<file path="src/rtl/vcp_pkg.sv">
// package for the vector control parameter register slice
// assumes a byte-wide register port on one 40 MHz clock domain
package vcp_pkg;

    // ==================================================================
    // register addresses (high byte at the pair base, low byte at +1)
    // ==================================================================
    localparam logic [15:0] VCP_ADDR_ALPHA_HI = 16'h40c4;
    localparam logic [15:0] VCP_ADDR_FLUX_HI  = 16'h40c6;
    localparam logic [15:0] VCP_ADDR_LQ_HI    = 16'h40c8;
    localparam logic [15:0] VCP_ADDR_LD_HI    = 16'h40ca;
    localparam logic [15:0] VCP_ADDR_ANGLE_HI = 16'h40cc;
    localparam logic [15:0] VCP_ADDR_LO_STEP  = 16'h0001;

    // ==================================================================
    // parameter store layout and values
    // ==================================================================
    localparam int          VCP_PARAM_WORDS  = 4;
    localparam logic [1:0]  VCP_IDX_ALPHA    = 2'h0;
    localparam logic [1:0]  VCP_IDX_FLUX     = 2'h1;
    localparam logic [1:0]  VCP_IDX_LQ       = 2'h2;
    localparam logic [1:0]  VCP_IDX_LD       = 2'h3;
    localparam logic [15:0] VCP_RST_WORD     = 16'h0000;
    localparam logic [7:0]  VCP_RST_BYTE     = 8'h00;
    localparam logic [15:0] VCP_PARAM_MAX    = 16'h7fff;
    localparam logic [7:0]  VCP_UNMAPPED_RD  = 8'h00;

    // ==================================================================
    // angle encoding: 32768 counts per half turn, msb pair is quadrant
    // ==================================================================
    localparam logic [16:0] VCP_ANGLE_HALF_TURN = 17'h08000;
    localparam int          VCP_QUAD_MSB        = 15;
    localparam int          VCP_QUAD_LSB        = 14;

    // ==================================================================
    // carriers
    // ==================================================================
    typedef struct packed {
        logic [15:0] addr;
        logic [7:0]  wdata;
        logic        wr;
        logic        rd;
    } vcp_bus_req_s;

    typedef struct packed {
        logic [15:0] a;
        logic [15:0] b;
        logic [15:0] c;
    } vcp_phase_s;

    typedef struct packed {
        logic [15:0] alpha;
        logic [15:0] flux;
        logic [15:0] lq;
        logic [15:0] ld;
    } vcp_param_s;

endpackage

</file>
<file path="src/rtl/vcp_param_store.sv">
// byte-writable store of 16-bit parameter words with registered outputs
// assumes one write per cycle from the register decoder on the same clock
`timescale 1ns/1ps

module vcp_param_store
    import vcp_pkg::*;
#(
    parameter int WORDS = VCP_PARAM_WORDS
)(
    input  wire logic                    sys_clk,
    input  wire logic                    rst_n,
    input  wire logic                    wr_en,
    input  wire logic [1:0]              wr_idx,
    input  wire logic                    wr_hi,
    input  wire logic [7:0]              wr_byte,
    output      logic [WORDS-1:0][15:0]  words
);

    // ==================================================================
    // elaboration check: index is two bits wide
    // ==================================================================
    if (WORDS < 1 || WORDS > 4)
    begin : g_bad_words
        $error("vcp_param_store: WORDS must be 1 to 4");
    end

    typedef struct packed {
        logic [WORDS-1:0][15:0] mem;
    } vcp_store_state_s;

    vcp_store_state_s       st_reg;
    vcp_store_state_s       st_next;
    logic [WORDS-1:0][15:0] word_next;

    // ==================================================================
    // per-entry byte update, high byte first in the address pair
    // ==================================================================
    for (genvar i = 0; i < WORDS; i++)
    begin : g_entry
        logic hit;
        assign hit = wr_en && (wr_idx == 2'(i));
        assign word_next[i][15:8] = (hit && wr_hi)  ? wr_byte
                                                    : st_reg.mem[i][15:8];
        assign word_next[i][7:0]  = (hit && !wr_hi) ? wr_byte
                                                    : st_reg.mem[i][7:0];
    end

    // next state is just the per-entry results
    always_comb
    begin
        st_next     = st_reg;
        st_next.mem = word_next;
    end

    // all words clear at reset
    always_ff @(posedge sys_clk or negedge rst_n)
    begin
        if (!rst_n)
            st_reg.mem <= '{default: VCP_RST_WORD};
        else
            st_reg <= st_next;
    end

    assign words = st_reg.mem;

endmodule // vcp_param_store

</file>
<file path="src/rtl/vcp_regs.sv">
// vector control parameter and phase current register slice
// assumes byte register port and engine signals on sys_clk, no sync needed
//
// Decided for this implementation: the address-and-strobe port.
`timescale 1ns/1ps

module vcp_regs
    import vcp_pkg::*;
(
    input  wire logic         sys_clk,
    input  wire logic         rst_n,
    input  wire vcp_bus_req_s bus_req,
    output      logic [7:0]   rd_data,
    input  wire vcp_phase_s   phase_current,
    input  wire logic         angle_upd,
    input  wire logic [15:0]  angle_in,
    output      vcp_param_s   params,
    output      logic [15:0]  electrical_angle,
    output      logic [1:0]   angle_quadrant,
    output      logic         flux_ok,
    output      logic         q_inductance_ok,
    output      logic         d_inductance_ok
);

    // ==================================================================
    // state of this module
    // ==================================================================
    typedef struct packed {
        logic [7:0]  rd_data;
        logic [7:0]  rd_shadow;
        logic [15:0] angle;
        logic [1:0]  quadrant;
        logic        flux_ok;
        logic        lq_ok;
        logic        ld_ok;
    } vcp_top_state_s;

    vcp_top_state_s                 st_reg;
    vcp_top_state_s                 st_next;
    logic [VCP_PARAM_WORDS-1:0][15:0] store_words;
    logic                           store_wr;
    logic [1:0]                     store_idx;
    logic                           store_hi;
    logic                           addr_alpha;
    logic                           addr_flux;
    logic                           addr_lq;
    logic                           addr_ld;
    logic                           addr_angle;
    logic                           addr_hi;
    logic [15:0]                    pair_base;

    // ==================================================================
    // elaboration checks on the package constants
    // ==================================================================
    // the decode folds odd addresses onto the even pair base
    if (VCP_ADDR_ALPHA_HI[0] || VCP_ADDR_FLUX_HI[0] || VCP_ADDR_LQ_HI[0]
        || VCP_ADDR_LD_HI[0] || VCP_ADDR_ANGLE_HI[0])
    begin : g_odd_base
        $error("vcp_regs: register pairs must start on even addresses");
    end

    // overlapping pairs would let one write land in two words
    if (VCP_ADDR_ALPHA_HI == VCP_ADDR_FLUX_HI
        || VCP_ADDR_FLUX_HI == VCP_ADDR_LQ_HI
        || VCP_ADDR_LQ_HI == VCP_ADDR_LD_HI
        || VCP_ADDR_LD_HI == VCP_ADDR_ANGLE_HI)
    begin : g_overlap
        $error("vcp_regs: register pairs must not share a base");
    end

    // low byte sits exactly one address above the high byte
    if (VCP_ADDR_LO_STEP != 16'h0001)
    begin : g_bad_step
        $error("vcp_regs: low byte step must be one");
    end

    // one store entry per write-only word of the parameter carrier
    if (VCP_PARAM_WORDS != $bits(vcp_param_s) / 16)
    begin : g_bad_words
        $error("vcp_regs: store depth must match the parameter carrier");
    end

    // every index must name its own entry of the store
    if (VCP_IDX_ALPHA == VCP_IDX_FLUX || VCP_IDX_ALPHA == VCP_IDX_LQ
        || VCP_IDX_ALPHA == VCP_IDX_LD || VCP_IDX_FLUX == VCP_IDX_LQ
        || VCP_IDX_FLUX == VCP_IDX_LD || VCP_IDX_LQ == VCP_IDX_LD)
    begin : g_bad_index
        $error("vcp_regs: store indices must be distinct");
    end

    // quadrant is the top two bits of the angle word
    if (VCP_QUAD_MSB != $bits(angle_in) - 1
        || VCP_QUAD_LSB != VCP_QUAD_MSB - 1)
    begin : g_bad_quadrant
        $error("vcp_regs: quadrant must be the two top angle bits");
    end

    // half a turn must be the weight of the sign bit
    if (VCP_ANGLE_HALF_TURN != (17'h00001 << VCP_QUAD_MSB))
    begin : g_bad_half_turn
        $error("vcp_regs: half turn must match the angle sign bit");
    end

    // idle read byte equals the reset byte, so no step after reset
    if (VCP_UNMAPPED_RD != VCP_RST_BYTE)
    begin : g_bad_idle
        $error("vcp_regs: idle read byte must equal the reset byte");
    end

    // ==================================================================
    // address decode: pair base and byte lane
    // ==================================================================
    // the low byte sits one address above the high byte
    always_comb
    begin
        addr_hi   = (bus_req.addr[0] == 1'b0);
        pair_base = addr_hi ? bus_req.addr
                            : bus_req.addr - VCP_ADDR_LO_STEP;
        addr_alpha = (pair_base == VCP_ADDR_ALPHA_HI);
        addr_flux  = (pair_base == VCP_ADDR_FLUX_HI);
        addr_lq    = (pair_base == VCP_ADDR_LQ_HI);
        addr_ld    = (pair_base == VCP_ADDR_LD_HI);
        addr_angle = (pair_base == VCP_ADDR_ANGLE_HI);
    end

    // ==================================================================
    // write path into the write-only parameter store
    // ==================================================================
    // parameter writes only; shared addresses never touch the currents
    // no staging: between the two byte writes the engine sees a mixed
    // word, so software updates a live parameter at its own risk
    always_comb
    begin
        store_wr  = 1'b0;
        store_idx = VCP_IDX_ALPHA;
        store_hi  = addr_hi;
        if (bus_req.wr)
        begin
            if (addr_alpha)
            begin
                store_wr  = 1'b1;
                store_idx = VCP_IDX_ALPHA;
            end
            else if (addr_flux)
            begin
                store_wr  = 1'b1;
                store_idx = VCP_IDX_FLUX;
            end
            else if (addr_lq)
            begin
                store_wr  = 1'b1;
                store_idx = VCP_IDX_LQ;
            end
            else if (addr_ld)
            begin
                store_wr  = 1'b1;
                store_idx = VCP_IDX_LD;
            end
        end
    end

    // word store, cleared at reset
    vcp_param_store #(
        .WORDS   (VCP_PARAM_WORDS)
    ) u_store (
        .sys_clk (sys_clk),
        .rst_n   (rst_n),
        .wr_en   (store_wr),
        .wr_idx  (store_idx),
        .wr_hi   (store_hi),
        .wr_byte (bus_req.wdata),
        .words   (store_words)
    );

    // ==================================================================
    // range check helper: open range zero to 32767
    // ==================================================================
    function automatic logic vcp_in_range(input logic [15:0] v);
        logic ok;
        ok = (v != VCP_RST_WORD) && (v[15] == 1'b0)
             && (v != VCP_PARAM_MAX);
        return ok;
    endfunction

    // ==================================================================
    // next-state logic
    // ==================================================================
    always_comb
    begin
        st_next = st_reg;

        // read data stands only in the cycle after the read strobe
        st_next.rd_data = VCP_UNMAPPED_RD;

        // engine result first so that a software write can override it
        // a byte write splits the word: the other byte takes angle_in
        if (angle_upd)
            st_next.angle = angle_in;

        // software access to the angle word
        if (bus_req.wr && addr_angle)
        begin
            if (addr_hi)
                st_next.angle[15:8] = bus_req.wdata;
            else
                st_next.angle[7:0] = bus_req.wdata;
        end

        // read mux: currents share addresses with write-only parameters
        // high byte read captures the low byte so the pair is coherent
        // one shadow serves all pairs: another high read between the
        // two halves hands the low read a byte of a different word
        if (bus_req.rd)
        begin
            if (addr_flux)
            begin
                if (addr_hi)
                begin
                    st_next.rd_data   = phase_current.c[15:8];
                    st_next.rd_shadow = phase_current.c[7:0];
                end
                else
                    st_next.rd_data   = st_reg.rd_shadow;
            end
            else if (addr_lq)
            begin
                if (addr_hi)
                begin
                    st_next.rd_data   = phase_current.b[15:8];
                    st_next.rd_shadow = phase_current.b[7:0];
                end
                else
                    st_next.rd_data   = st_reg.rd_shadow;
            end
            else if (addr_ld)
            begin
                if (addr_hi)
                begin
                    st_next.rd_data   = phase_current.a[15:8];
                    st_next.rd_shadow = phase_current.a[7:0];
                end
                else
                    st_next.rd_data   = st_reg.rd_shadow;
            end
            else if (addr_angle)
            begin
                if (addr_hi)
                begin
                    st_next.rd_data   = st_reg.angle[15:8];
                    st_next.rd_shadow = st_reg.angle[7:0];
                end
                else
                    st_next.rd_data   = st_reg.rd_shadow;
            end
            // alpha pair is write-only and reads as zero
        end

        // quadrant follows the linear half-turn scale
        // 00: 0..90, 01: 90..180, 10: -180..-90, 11: -90..0 degrees
        st_next.quadrant = st_next.angle[VCP_QUAD_MSB:VCP_QUAD_LSB];

        // parameter sanity, one cycle behind the store
        st_next.flux_ok = vcp_in_range(store_words[VCP_IDX_FLUX]);
        st_next.lq_ok   = vcp_in_range(store_words[VCP_IDX_LQ]);
        st_next.ld_ok   = vcp_in_range(store_words[VCP_IDX_LD]);
    end

    // ==================================================================
    // state register, everything clears to zero
    // ==================================================================
    always_ff @(posedge sys_clk or negedge rst_n)
    begin
        if (!rst_n)
        begin
            st_reg.rd_data   <= VCP_RST_BYTE;
            st_reg.rd_shadow <= VCP_RST_BYTE;
            st_reg.angle     <= VCP_RST_WORD;
            st_reg.quadrant  <= 2'h0;
            st_reg.flux_ok   <= 1'b0;
            st_reg.lq_ok     <= 1'b0;
            st_reg.ld_ok     <= 1'b0;
        end
        else
            st_reg <= st_next;
    end

    // ==================================================================
    // outputs, all straight from flops
    // ==================================================================
    assign rd_data          = st_reg.rd_data;
    assign electrical_angle = st_reg.angle;
    assign angle_quadrant   = st_reg.quadrant;
    assign flux_ok          = st_reg.flux_ok;
    assign q_inductance_ok  = st_reg.lq_ok;
    assign d_inductance_ok  = st_reg.ld_ok;
    assign params.alpha     = store_words[VCP_IDX_ALPHA];
    assign params.flux      = store_words[VCP_IDX_FLUX];
    assign params.lq        = store_words[VCP_IDX_LQ];
    assign params.ld        = store_words[VCP_IDX_LD];

endmodule // vcp_regs

</file>
<file path="config.mk">
export PLATFORM = sky130hd
export DESIGN_NAME = vcp_regs
export DESIGN_NICKNAME = d
export VERILOG_FILES = /design/src/rtl/vcp_pkg.sv /design/src/rtl/vcp_param_store.sv /design/src/rtl/vcp_regs.sv
export SDC_FILE = /design/constraint.sdc
export NUM_CORES = 1
export LEC_CHECK = 0
export BUFFER_PORTS_ARGS = -buffer_cell sky130_fd_sc_hd__buf_2
export CAP_MARGIN = 20
export CORE_AREA = 3 3 91 159
export DETAILED_ROUTE_END_ITERATION = 8
export DIE_AREA = 0 0 94 162
export HOLD_SLACK_MARGIN = 0.02
export PLACE_DENSITY = 0.68
export SLEW_MARGIN = 40
export SYNTH_ARGS = -nofsm -noshare
export SYNTH_HDL_FRONTEND = slang
export SYNTH_HIERARCHICAL = 1
export SYNTH_SLANG_ARGS = --single-unit
</file>
<file path="constraint.sdc">
create_clock -name sys_clk -period 1.01 [get_ports sys_clk]
set_clock_uncertainty 0.1 [all_clocks]
set_input_delay 0.0505 -clock sys_clk [delete_from_list [all_inputs] [get_ports sys_clk]]
set_output_delay 0.0505 -clock sys_clk [all_outputs]
set_load 0.02 [all_outputs]
</file>
* Yosys cells after proc, flatten, opt, wreduce, memory -nomap -nowiden
Index checks and enable logic that the tools add are counted.
Widths: inputs -> output; s select.
** Word-level totals
- Bits in registers :: 101
** Operators by class
- Reductions and logical operators :: 25
- $add $sub $neg :: 1
- Muxes and demuxes :: 28
- Bitwise operators :: 4
- Equality and inequality tests :: 15
** Operator list (count)
- $mux 16 :: 8
- $eq 16x15->1 const B :: 5
- $mux 8 :: 10
- $ne 16x15->1 const B :: 3
- $reduce_bool 16->1 :: 3
- $logic_and 1x1->1 :: 19
- $sub 16x1->16 const B :: 1
- $mux 2 :: 5
- $ne 2x2->1 const B :: 4
- $reduce_and 6->1 :: 1
- $mux 1 :: 5
- $eq 2x2->1 const B :: 2
- $not 1->1 :: 4
- $reduce_bool 4->1 :: 1
- $eq 2x1->1 const B :: 1
- $logic_not 2->1 :: 1

* Depth between registers and ports, before layout
Gate-level depths: netlist (run 1).
- Depth in word-level cells :: 11
- Depth in mapped cells :: 9

* Hierarchy
The synthesis (run 1) kept the hierarchy.
** By module, submodules not included
- vcp_regs :: seq. area each 875.8 sq um, cells an instance 310, area each 2834.0 sq um, times used 1
- vcp_param_store :: seq. area each 1601.5 sq um, cells an instance 143, area each 2452.4 sq um, times used 1

* Worst setup path after synthesis (run 1)
OpenSTA, ideal clock, no wires.
- Kind :: input -> register
- Start point :: in bus_req[18] (netlist name)
- End point :: reg u_store.st_reg, in the netlist u_store/words[16]
- Setup time :: 0.125 ns
- Data arrival time :: 2.115 ns
- Stages :: 9
- Slack :: -1.330 ns
- Path buffers :: 3
- Cell sequence :: nor4_4 -> and3_1 -> clkbuf_1 -> and3_1 -> and2_1 -> buf_2 -> nor4bb_1 -> buf_2 -> mux2_2
** On the way
- Elaborated cells on any way between the ends :: 19
- Classes of those cells :: add/sub: 1; eq/ne: 5; mux: 11; reduce/logical: 2
** RTL lines
- start: declaration :: line vcp_regs.sv:12 : input wire vcp_bus_req_s bus_req,
- $sub 16x1->16 :: line vcp_regs.sv:118 : : bus_req.addr - VCP_ADDR_LO_STEP;
- $mux 16 (*) :: line vcp_regs.sv:117 : pair_base = addr_hi ? bus_req.addr
- $eq 16x15->1 :: line vcp_regs.sv:122 : addr_ld = (pair_base == VCP_ADDR_LD_HI);
- $mux 1 :: line vcp_regs.sv:154 : else if (addr_ld)
- $mux 1 :: line vcp_regs.sv:149 : else if (addr_lq)
- $mux 1 :: line vcp_regs.sv:144 : else if (addr_flux)
- $mux 1 (*) :: line vcp_regs.sv:139 : if (addr_alpha)
- $mux 1 (*) :: line vcp_regs.sv:137 : if (bus_req.wr)
- named net store_wr :: line vcp_regs.sv:41 : logic store_wr;
- $logic_and 1x1->1 (*) :: line vcp_param_store.sv:41 : assign hit = wr_en && (wr_idx == 2'(i));
- $logic_and 1x1->1 (*) :: line vcp_param_store.sv:44 : assign word_next[i][7:0] = (hit && !wr_hi) ? wr_byte
- end signal: assignment :: line vcp_param_store.sv:61 : st_reg <= st_next;
- end: declaration :: line vcp_param_store.sv:31 : vcp_store_state_s st_reg;
The timed path passes the listed nets; every way through them passes the cells marked *.
A chain may end at the register's enable or synchronous reset.

* Worst setup path in the final report (run 1)
- Start point :: in bus_req[23] (netlist name)
- End point :: reg u_store.st_reg, in the netlist u_store/words[19]
The elaborated chain is that of the path after synthesis.

==> results of run 1 <==
==> kinds of logic after synthesis <==
family          after synthesis
compound gates               81
xor+xnor                      1
buf+inv                      57
flops                        99
mux                         116
simple gates                 99
==> path summary, 6_finish.rpt <==
path                                                  end  slack [ns]  cells after the start
hold reg to reg              u_store/words[2]$_DFFE_PN0P_        0.44                      1
hold / removal             electrical_angle[15]$_DFF_PN0_       -0.03                      3
setup / recovery            u_store/words[19]$_DFFE_PN0P_       -0.74                      8
setup reg to reg                q_inductance_ok$_DFF_PN0_       -0.29                      3
min in group asynchronous            rd_data[5]$_DFF_PN0_        0.09                      2
max in group asynchronous  electrical_angle[11]$_DFF_PN0_        0.23                      3
==> metrics by stage <==
stage	setup slack (ns)	instance area, um^2
6_report	-0.7365	9727
5_1_grt	-0.7928	9727
4_1_cts	-0.6751	9330
3_5_place_dp	-1.128	7218
3_3_place_gp	-1.085	7218
2_1_floorplan	-1.157	5428
==> cell type report <==
cell class | count | area (um^2) | share of cell area [%]
multi-input combinational | 297 | 3119 | 32.07
inverter | 2 | 7.507 | 0.07718
clock buffer | 9 | 225.2 | 2.315
timing repair buffer | 385 | 3525 | 36.24
clock inverter | 7 | 122.6 | 1.261
sequential | 99 | 2510 | 25.80
tap | 174 | 217.7 | 2.238
==> per-layer routing <==
metal	vias up	share of wire, %	global-route usage [%]
li1	2367	-	-
met1	2650	34	26.10
met2	222	57	48.27
met3	63	4.9	4.541
met4	0	4.3	14.79
met5	-	0	0
==> worst min-delay path: cells and delay by family <==
family   cells  cell delay [ns]
mux          2             0.26
buf+inv      1             0.08
==> power by group <==
group / total (mW) / switching, mW / internal, mW
Sequential: 4.10 / 0.0664 / 4.03
Clock: 4.00 / 1.56 / 2.44
Combinational: 1.66 / 0.800 / 0.856
==> what timing repair did <==
action                     in CTS  in global routing
setup endpoints to repair     192                192
gates resized for setup       343                 73
setup buffers                  43                 12
pin swaps                      27                 24
hold endpoints to repair      131                  8
cloned                          1                  1
==> cell usage in the layout, fill, tap and decap left out, types with 3 or more instances in the layout <==
cell type | netlist | final
a211oi_4 | 0 | 3
a21boi_0 | 9 | 8
a21oi_1 | 13 | 3
a21oi_2 | 0 | 10
a2bb2oi_1 | 4 | 4
a41o_1 | 3 | 3
and2_1 | 6 | 4
buf_12 | 0 | 8
buf_2 | 11 | 84
buf_4 | 27 | 90
buf_6 | 1 | 177
bufinv_16 | 0 | 3
clkbuf_16 | 0 | 10
dfrtp_1 | 99 | 73
dfrtp_2 | 0 | 26
dlygate4sd3_1 | 0 | 25
mux2_2 | 78 | 31
mux2_4 | 0 | 49
mux2i_1 | 36 | 36
nand2_1 | 5 | 5
nand2b_1 | 3 | 3
nand3_1 | 4 | 3
nand3b_1 | 8 | 8
nand4_1 | 15 | 15
nand4b_1 | 3 | 3
nor2_1 | 13 | 12
nor3_2 | 0 | 9
nor4_1 | 13 | 5
nor4_2 | 0 | 4
nor4_4 | 1 | 5
nor4bb_4 | 0 | 3
o21ai_0 | 13 | 5
o21ai_1 | 8 | 12
o21ai_2 | 0 | 4
o22ai_1 | 14 | 6
o22ai_2 | 0 | 6
o31ai_1 | 8 | 3
o31ai_2 | 0 | 4
==> run summary, run 1 <==
R2r startpoint: u_store/words[36]$_DFFE_PN0P_
Top cells by area, synth: dfrtp_1 (47%), mux2_2 (17%), mux2i_1 (6.8%)
# H-tree levels: 3
IO Port Bufs: 185
Vias per cell: 5.449
Compound-Gate Fraction of Synth Area: 9.941%
CP startpoint: bus_req[23]
Pwr Total: 9.751 mW
Post-DP HPWL: 13160 um
Tcrit/Tclk final: 172.9%
Slew headroom: 72.38%
Starting DRT DRC Count: 271
Syn avg cell area: 11.67 um^2
Top cell type's share of synthesized area: 46.86%
WL final: 20630 um
Clock sink total: 99
Fillers: 845
Leakage: 4.713 nW
First-pass GRT wire length: 30410 um
Synth Area in Simple Gates: 12.80%
Critical path's slowest cell: nor4b_4
RSZ-0062 raised after global routing: true
CTS tree: done
Final setup fails: 183
Max reg flops: 64
Fin crit period: 1.747 ns
Placed insts: 881
Finished Core Util: 73.06%
Post-CTS Hold Fix Bufs: 25
# Max-Cap Violations: 0
Top-count cell post-synth: dfrtp_1
Largest family of logic cells by synthesized area: multiplexers
Die Ht: 162 um
CP delay by family, top: simple AND/OR/NAND/NOR gates
Share of synthesized flip-flops with an asynchronous set or reset: 100.0%
Area Overhead vs Synth: 84.00%
Io pins: 186
Flops & latches, synth: 99
Crit path cell chain: buf_6, nor4b_4, and3_4, and3_4, and2_4, nor4bb_4, buf_6, mux2_4
Cell row count: 56
Avg WL per Cell: 21.20 um
Sequential fraction of the synthesis area: 46.86%
Gpl congestion: 0.9101
Pwr dens: 1002 nW/um^2
WP data required: 1.14 ns
Max incr delay on CP: 0.34 ns
Hold path start: angle_in[15]
Worst-Skew Late Latency: 0.35 ns
Net count after synthesis: 546
Clk buf depth: 2
Initial core utilization: 39.71%
Failing checks: negative hold slack, negative setup slack
Synth Instances: 453
Tightest Pin Transition: 0.4142 ns
Worst Path Buf+Inv: 2
Mux share of post-synthesis cell area: 23.86%
Detail Route Antenna Nets: 0
Top cell type by total area after synthesis: dfrtp_1
Status: complete, but fails checks
Maximum clock frequency: 572.6 MHz
Hold Crit Class: primary input to register
GRT Overall Usage: 25.84%
Grt ovf: 0
CP Max Fanout: 8
Startpoint types: primary input
Die area: 15230 um^2
TritonRoute pass-1 iters: 4
Hold Vio Cnt, Final: 8
Mapped cell area: 5286 um^2
Hold slack: -0.03172 ns
Xor/xnor cell area share of the yosys netlist: 0.1657%
Largest net degree at the start of global routing: 25
Worst vdd ir: 1.078 mV
Vias: 5302
Commonest cells post-synth: dfrtp_1 (99), mux2_2 (78), mux2i_1 (36)
Initial antenna violation count: 0
Number of global-route vias before repair: 5797
Final #Nets: 887
N_diodes: 0
Number of synthesized flops with an enable pin: 0
Crit end category: register
Post-synthesis cell type count: 46
Die extent in x: 94 um
Yosys warns: 6
Main synth FF type: dfrtp_1
Worst Slack Setup Final: -0.7365 ns
Adder-Cell Fraction of Synth Area: 0%
# DRC: 0
Layout cell share with drive strength beyond 1: 69.34%
Setup TNS: -64.18 ns
WP data arrival: 1.88 ns
Critical path class: primary input to register
Max Slew Vio Count: 0
Core Region: 13310 um^2
CTS root buf: clkbuf_16
Inserted Clock Buffers: 9
Clk pin slew, worst setup/hold paths: 0.07 ns
Final Non-Filler Cells: 973
Note: power is estimated with default switching activity, not from simulation.
==> run 2: changes to the inputs <==
--- a/config.mk
+++ b/config.mk
@@ -11,7 +11,7 @@
 export DETAILED_ROUTE_END_ITERATION = 8
 export DIE_AREA = 0 0 94 162
 export HOLD_SLACK_MARGIN = 0.02
-export PLACE_DENSITY = 0.68
+export PLACE_DENSITY_LB_ADDON = 0.2
 export SLEW_MARGIN = 40
 export SYNTH_ARGS = -nofsm -noshare
 export SYNTH_HDL_FRONTEND = slang
==> run 2 against run 1 <==
  * Combinational power down 4%
  * The run still ends with negative hold slack, negative setup slack left
  * Critical path type unchanged
  * Routed wire length down 5.9%
  * Fmax down 0.19%
  * Critical path depth unchanged
==> run summary, run 2 (synthesis gave the netlist of run 1 again) <==
TritonRoute pass-1 iters: 4 (unchanged)
Grt ovf: 0 (unchanged)
Post-DP HPWL: 12810 um (was 13160 um)
Tcrit/Tclk final: 173.2% (was 172.9%)
Final #Nets: 878 (was 887)
CP Max Fanout: 8 (unchanged)
Gpl congestion: 0.9765 (was 0.9101)
Starting DRT DRC Count: 160 (was 271)
Total area of multi-input combinational cells: 3143 um^2 (was 3119 um^2)
Pwr dens: 944.6 nW/um^2 (was 1002 nW/um^2)
Slew headroom: 75.42% (was 72.38%)
Fillers: 911 (was 845)
IO Port Bufs: 185 (unchanged)
GRT Overall Usage: 24.95% (was 25.84%)
Fin crit period: 1.750 ns (was 1.747 ns)
Max Slew Vio Count: 0 (unchanged)
Crit end category: register (unchanged)
Placed inst area: 7143 um^2 (was 7218 um^2)
Initial antenna violation count: 0 (unchanged)
Worst vdd ir: 0.9686 mV (was 1.078 mV)
Number of global-route vias before repair: 5663 (was 5797)
Vias per cell: 5.320 (was 5.449)
N_diodes: 0 (unchanged)
# Max-Cap Violations: 0 (unchanged)
Hold Vio Cnt, Final: 5 (was 8)
Initial core utilization: 39.71% (unchanged)
Worst-Skew Late Latency: 0.34 ns (was 0.35 ns)
Tightest Pin Transition: 0.3648 ns (was 0.4142 ns)
First-pass GRT wire length: 29490 um (was 30410 um)
Hold Crit Class: primary input to register (unchanged)
Finished Core Util: 71.96% (was 73.06%)
Status: complete, but fails checks (unchanged)
Post-CTS Hold Fix Bufs: 21 (was 25)
Clk pin slew, worst setup/hold paths: 0.08 ns (was 0.07 ns)
Worst Slack Setup Final: -0.7398 ns (was -0.7365 ns)
Maximum clock frequency: 571.5 MHz (was 572.6 MHz)
Inserted Clock Buffers: 9 (unchanged)
Die area: 15230 um^2 (unchanged)
CTS root buf: clkbuf_16 (unchanged)
Die extent in x: 94 um (unchanged)
Cell row count: 56 (unchanged)
Vias: 5128 (was 5302)
Max reg flops: 64 (unchanged)
Critical path class: primary input to register (unchanged)
Clk buf depth: 2 (unchanged)
Clock sink total: 99 (unchanged)
WP data required: 1.13 ns (was 1.14 ns)
Most frequent cells in the layout: buf_6 (180), buf_2 (87), buf_4 (81) (was buf_6 (177), buf_4 (90), buf_2 (84))
Register Area: 2505 um^2 (was 2510 um^2)
Largest net degree at the start of global routing: 44 (was 25)
Startpoint types: primary input (unchanged)
Die Ht: 162 um (unchanged)
Layout cell share with drive strength beyond 1: 69.87% (was 69.34%)
Detail Route Antenna Nets: 0 (unchanged)
Avg WL per Cell: 20.13 um (was 21.20 um)
Commonest non-fill, non-tap cell in the layout: buf_6 (unchanged)
Hold slack: -0.02739 ns (was -0.03172 ns)
WP data arrival: 1.87 ns (was 1.88 ns)
Core Region: 13310 um^2 (unchanged)
Leakage: 4.637 nW (was 4.713 nW)
Final setup fails: 183 (unchanged)
WL final: 19410 um (was 20630 um)
Area Overhead vs Synth: 81.23% (was 84.00%)
# DRC: 0 (unchanged)
Io pins: 186 (unchanged)
CTS tree: done (unchanged)
# H-tree levels: 3 (unchanged)
RSZ-0062 raised after global routing: true (unchanged)
Failing checks: negative hold slack, negative setup slack (unchanged)
Design area: 9580 um^2 (was 9727 um^2)
## run 2: changes by cell type in the layout (fill, tap and decap cells not counted), sizes merged
cell / previous run / this run
buf: 359 / 355
dlygate4sd3: 25 / 21
bufinv: 3 / 0
clkinv: 1 / 3
clkinvlp: 1 / 0
inv: 4 / 5
## run 2: metrics by stage
| stage | std cells | setup slack (ns) | total power [mW] | TNS (ns) |
|---|---|---|---|---|
| after floorplan | 453 | -1.157 | 4.758 | -82.82 |
| after global placement | 871 | -1.070 | 5.347 | -82.96 |
| after detailed placement | 871 | -1.152 | 5.363 | -86.05 |
| after CTS | 949 | -0.6493 | 9.039 | -56.16 |
| after global routing | 964 | -0.7706 | 9.422 | -67.03 |
| final | 964 | -0.7398 | 9.050 | -59.86 |
## run 2: worst paths after layout
kind,slack (ns),startpoint,end,depth (start not counted)
max,-0.74,bus_req[19],u_store/words[10]$_DFFE_PN0P_,8
min,-0.03,angle_in[9],electrical_angle[9]$_DFF_PN0_,3
max reg2reg,-0.29,st_reg[24]$_DFFE_PN0P_,rd_data[3]$_DFF_PN0_,4
min reg2reg,0.44,u_store/words[8]$_DFFE_PN0P_,u_store/words[8]$_DFFE_PN0P_,1
max in group asynchronous,0.23,rst_n,st_reg[23]$_DFFE_PN0P_,3
min in group asynchronous,0.01,rst_n,flux_ok$_DFF_PN0_,2
## run 2: area by class of cell
cell class / instances / area share, %
well taps: 174 / 2.272
flip-flops and latches: 99 / 26.15
clock buffers: 10 / 2.390
repair buffers: 376 / 35.71
clock inverters: 6 / 0.6008
multi-input cells: 297 / 32.81
inverters: 2 / 0.07836
## run 2: report_power, final
part	leakage (nW)	total [mW]	switching [mW]	internal, mW
combinational	3.18	1.59	0.778	0.809
clock	0.141	3.37	1.64	1.73
sequential	1.31	4.09	0.0616	4.03
## run 2: critical path, cell delays in order
cell,delay [ns]
buf_6,0.10
nor4_4,0.32
and3_4,0.24
and3_4,0.21
buf_4,0.13
nor4bb_2,0.22
buf_4,0.23
mux2_2,0.37
## run 2: per-layer routing
metal | up-vias | global-route usage [%] | routed length, um
met1 | 2556 | 25.88 | 6809
met2 | 178 | 47.53 | 11040
met4 | 0 | 10.59 | 615
met5 | - | 0 | 0
li1 | 2354 | - | -
met3 | 40 | 4.634 | 944
## run 2: what timing repair did
| action | 4_1_cts | 5_1_grt |
|---|---|---|
| cloned | 1 | 0 |
| hold endpoints to repair | 127 | 8 |
| pin swaps | 27 | 30 |
| gates resized for setup | 336 | 83 |
| endpoints found under the setup margin | 191 | 192 |
| setup buffers | 43 | 19 |
==> run 3: changes to the inputs <==
--- a/config.mk
+++ b/config.mk
@@ -7,13 +7,13 @@
 export LEC_CHECK = 0
 export BUFFER_PORTS_ARGS = -buffer_cell sky130_fd_sc_hd__buf_2
 export CAP_MARGIN = 20
-export CORE_AREA = 3 3 91 159
+export CORE_AREA = 3 3 91 158
 export DETAILED_ROUTE_END_ITERATION = 8
-export DIE_AREA = 0 0 94 162
+export DIE_AREA = 0 0 94 161
 export HOLD_SLACK_MARGIN = 0.02
 export PLACE_DENSITY_LB_ADDON = 0.2
+export SETUP_SLACK_MARGIN = 0.15
 export SLEW_MARGIN = 40
 export SYNTH_ARGS = -nofsm -noshare
 export SYNTH_HDL_FRONTEND = slang
-export SYNTH_HIERARCHICAL = 1
 export SYNTH_SLANG_ARGS = --single-unit
==> run 3 against run 2 <==
  * The flow still finishes with violations (negative hold slack, negative setup slack)
  * Sequential share of layout area is 1.2 points higher
  * Sequential power hardly changed
  * Critical path depth down 1
==> run summary, run 3 <==
N_diodes: 0 (unchanged)
Max incr delay on CP: 0.41 ns (was 0.37 ns)
Clock sink total: 99 (unchanged)
Failing checks: negative hold slack, negative setup slack (unchanged)
Final setup fails: 182 (was 183)
Initial core utilization: 39.51% (was 39.71%)
# DRC: 0 (unchanged)
Avg WL per Cell: 20.14 um (was 20.13 um)
Layout cell share with drive strength beyond 1: 71.97% (was 69.87%)
Top cell type by total area after synthesis: dfrtp_1 (unchanged)
Fin crit period: 1.493 ns (was 1.750 ns)
TritonRoute pass-1 iters: 4 (unchanged)
Share of synthesized flip-flops with an asynchronous set or reset: 100.0% (unchanged)
Yosys warns: 0 (was 6)
Startpoint types: primary input (unchanged)
Largest net degree at the start of global routing: 42 (was 44)
Number of synthesized flops with an enable pin: 0 (unchanged)
Net count after synthesis: 518 (was 546)
Hold Crit Class: primary input to register (unchanged)
GRT Overall Usage: 24.36% (was 24.95%)
Finished Core Util: 68.77% (was 71.96%)
Pwr Total: 9.173 mW (was 9.050 mW)
R2r startpoint: u_store.words[33]$_DFFE_PN0P_ (was st_reg[24]$_DFFE_PN0P_)
Top cells by area, synth: dfrtp_1 (47%), mux2_2 (20%), mux2i_1 (5.9%) (was dfrtp_1 (47%), mux2_2 (17%), mux2i_1 (6.8%))
Leakage: 4.520 nW (was 4.637 nW)
Design area: 9155 um^2 (was 9580 um^2)
IO Port Bufs: 185 (unchanged)
Worst Slack Setup Final: -0.4827 ns (was -0.7398 ns)
Grt ovf: 0 (unchanged)
Adder-Cell Fraction of Synth Area: 0% (unchanged)
Flops & latches, synth: 99 (unchanged)
Area Overhead vs Synth: 74.05% (was 81.23%)
Max reg flops: 64 (unchanged)
Io pins: 186 (unchanged)
Tcrit/Tclk final: 147.8% (was 173.2%)
Post-DP HPWL: 12590 um (was 12810 um)
Clk buf depth: 2 (unchanged)
Die Ht: 161 um (was 162 um)
Mapped cell area: 5260 um^2 (was 5286 um^2)
CP startpoint: bus_req[15] (was bus_req[19])
RSZ-0062 raised after global routing: true (unchanged)
Synth Area in Simple Gates: 12.63% (was 12.80%)
Detail Route Antenna Nets: 0 (unchanged)
Vias: 4754 (was 5128)
Gpl congestion: 0.9501 (was 0.9765)
Post-synthesis cell type count: 41 (was 46)
Sequential fraction of the synthesis area: 47.10% (was 46.86%)
Critical path class: primary input to register (unchanged)
Commonest non-fill, non-tap cell in the layout: buf_6 (unchanged)
Reg2Reg Setup Slack: -0.31 ns (was -0.29 ns)
Core Region: 13310 um^2 (unchanged)
Crit end category: register (unchanged)
Main synth FF type: dfrtp_1 (unchanged)
CP Max Fanout: 8 (unchanged)
Crit path cell chain: buf_6, nor4bb_4, buf_6, nand4_4, or3_4, buf_8, mux2_4 (was buf_6, nor4_4, and3_4, and3_4, buf_4, nor4bb_2, buf_4, mux2_2)
Final #Nets: 823 (was 878)
CTS tree: done (unchanged)
Starting DRT DRC Count: 118 (was 160)
Mux share of post-synthesis cell area: 28.52% (was 23.86%)
Vias per cell: 5.230 (was 5.320)
WP data arrival: 1.62 ns (was 1.87 ns)
Most frequent cells in the layout: buf_6 (175), buf_2 (86), dfrtp_1 (78) (was buf_6 (180), buf_2 (87), buf_4 (81))
Status: complete, but fails checks (unchanged)
Clk pin slew, worst setup/hold paths: 0.07 ns (was 0.08 ns)
Die extent in x: 94 um (unchanged)
WL final: 18310 um (was 19410 um)
Initial antenna violation count: 0 (unchanged)
Xor/xnor cell area share of the yosys netlist: 0% (was 0.1657%)
Worst slack, placed: -0.9746 ns (was -1.152 ns)
Syn avg cell area: 12.38 um^2 (was 11.67 um^2)
Top-count cell post-synth: dfrtp_1 (unchanged)
Die area: 15130 um^2 (was 15230 um^2)
Compound-Gate Fraction of Synth Area: 5.400% (was 9.941%)
Number of global-route vias before repair: 5350 (was 5663)
Worst-Skew Late Latency: 0.34 ns (about the same)
Hold slack: -0.08979 ns (was -0.02739 ns)
Inserted Clock Buffers: 9 (unchanged)
Pwr dens: 1002 nW/um^2 (was 944.6 nW/um^2)
Slew headroom: 70.45% (was 75.42%)
CTS root buf: clkbuf_16 (unchanged)
Post-CTS Hold Fix Bufs: 3 (was 21)
Critical path's slowest cell: or3_4 (was mux2_2)
Maximum clock frequency: 669.9 MHz (was 571.5 MHz)
Largest family of logic cells by synthesized area: multiplexers (unchanged)
# Max-Cap Violations: 0 (unchanged)
Synth Instances: 425 (was 453)
Hold Vio Cnt, Final: 17 (was 5)
Worst vdd ir: 0.8624 mV (was 0.9686 mV)
Max Slew Vio Count: 0 (unchanged)
CP endpoint: u_store.words[50]$_DFFE_PN0P_ (was u_store/words[10]$_DFFE_PN0P_)
Top cell type's share of synthesized area: 47.10% (was 46.86%)
R2R depth: 4 (unchanged)
Commonest cells post-synth: dfrtp_1 (99), mux2_2 (94), mux2i_1 (31) (was dfrtp_1 (99), mux2_2 (78), mux2i_1 (36))
Cell row count: 56 (unchanged)
Fillers: 962 (was 911)
CP most frequent cell: buf_6
First-pass GRT wire length: 28500 um (was 29490 um)
Placed inst area: 7247 um^2 (was 7143 um^2)
# H-tree levels: 3 (unchanged)
WP data required: 1.14 ns (was 1.13 ns)
Tightest Pin Transition: 0.4433 ns (was 0.3648 ns)
Reg-to-reg endpoint: q_inductance_ok$_DFF_PN0_ (was rd_data[3]$_DFF_PN0_)
-- run 3: cell count changes after synthesis, sizes merged, moves of 6 or more --
cell    previous run  this run
nand3b             8         1
o221ai             0         6
mux2              80       103
o31ai              8         0
a21boi             9         0
o22ai             14         7
nand2              5        13
nor2b              1        10
o21ai             21         2
o211ai             0         7
and2               6         0
a21oi             13         3
-- run 3: power breakdown --
| part | total (mW) | internal, mW | switching, mW |
|---|---|---|---|
| logic | 1.48 | 0.797 | 0.683 |
| registers | 4.09 | 4.03 | 0.0670 |
| clock network | 3.60 | 1.97 | 1.63 |
| total | 9.17 | 6.79 | 2.38 |
-- run 3: per-stage QoR --
| stage | setup TNS [ns] | cells |
|---|---|---|
| after detailed placement | -81.62 | 847 |
| after global routing | -53.79 | 909 |
| after floorplan | -61.80 | 425 |
| after global placement | -80.19 | 847 |
| final | -45.35 | 909 |
| after CTS | -45.71 | 902 |
-- run 3: routing by layer --
layer	wire length (um)	vias to the layer above	share of wire, %	GRT usage (%)
li1	-	2154	-	-
met2	10410	163	57	46.17
met5	0	-	0	0
met4	630	0	3.4	10.39
met1	6459	2393	35	26.06
met3	806	44	4.4	3.541
-- run 3: kinds of logic after synthesis --
family          Yosys count
mux                     134
flops                    99
simple gates             95
buf+inv                  59
compound gates           38
-- run 3: timing repair --
action | CTS | global route
cloned | 0 | 0
pin swaps | 19 | 10
gates resized for setup | 315 | 34
endpoints found under the hold margin | 124 | 30
buffers inserted | 36 | 7
setup endpoints to repair | 192 | 192
-- run 3: worst max-delay path, delay by kind of cell --
family / cells / cell delay [ns]
and+or+nand+nor: 3 / 0.84
buffers and inverters: 3 / 0.42
muxes: 1 / 0.30
-- run 3: how the worst min path moves through the flow --
stage	cells past startpoint	end	from
5_1_grt	3	rd_data[6]$_DFF_PN0_	bus_req[0]
6_report	3	rd_data[6]$_DFF_PN0_	bus_req[0]
3_5_place_dp	1	rd_data[1]$_DFF_PN0_	rst_n
4_1_cts	3	rd_data[6]$_DFF_PN0_	bus_req[0]
2_1_floorplan	0	angle_quadrant[0]$_DFF_PN0_	rst_n
3_3_place_gp	1	rd_data[0]$_DFF_PN0_	rst_n
-- run 3: cell type report --
| class | instances | area [um^2] | share of cell area (%) |
|---|---|---|---|
| Timing Repair Buffer | 346 | 3162 | 34.54 |
| Multi-Input combinational cell | 267 | 2939 | 32.10 |
| Tap cell | 174 | 217.7 | 2.378 |
| Clock inverter | 7 | 81.33 | 0.8883 |
| Inverter | 7 | 26.28 | 0.2870 |
| Clock buffer | 9 | 225.2 | 2.460 |
| Sequential cell | 99 | 2504 | 27.35 |
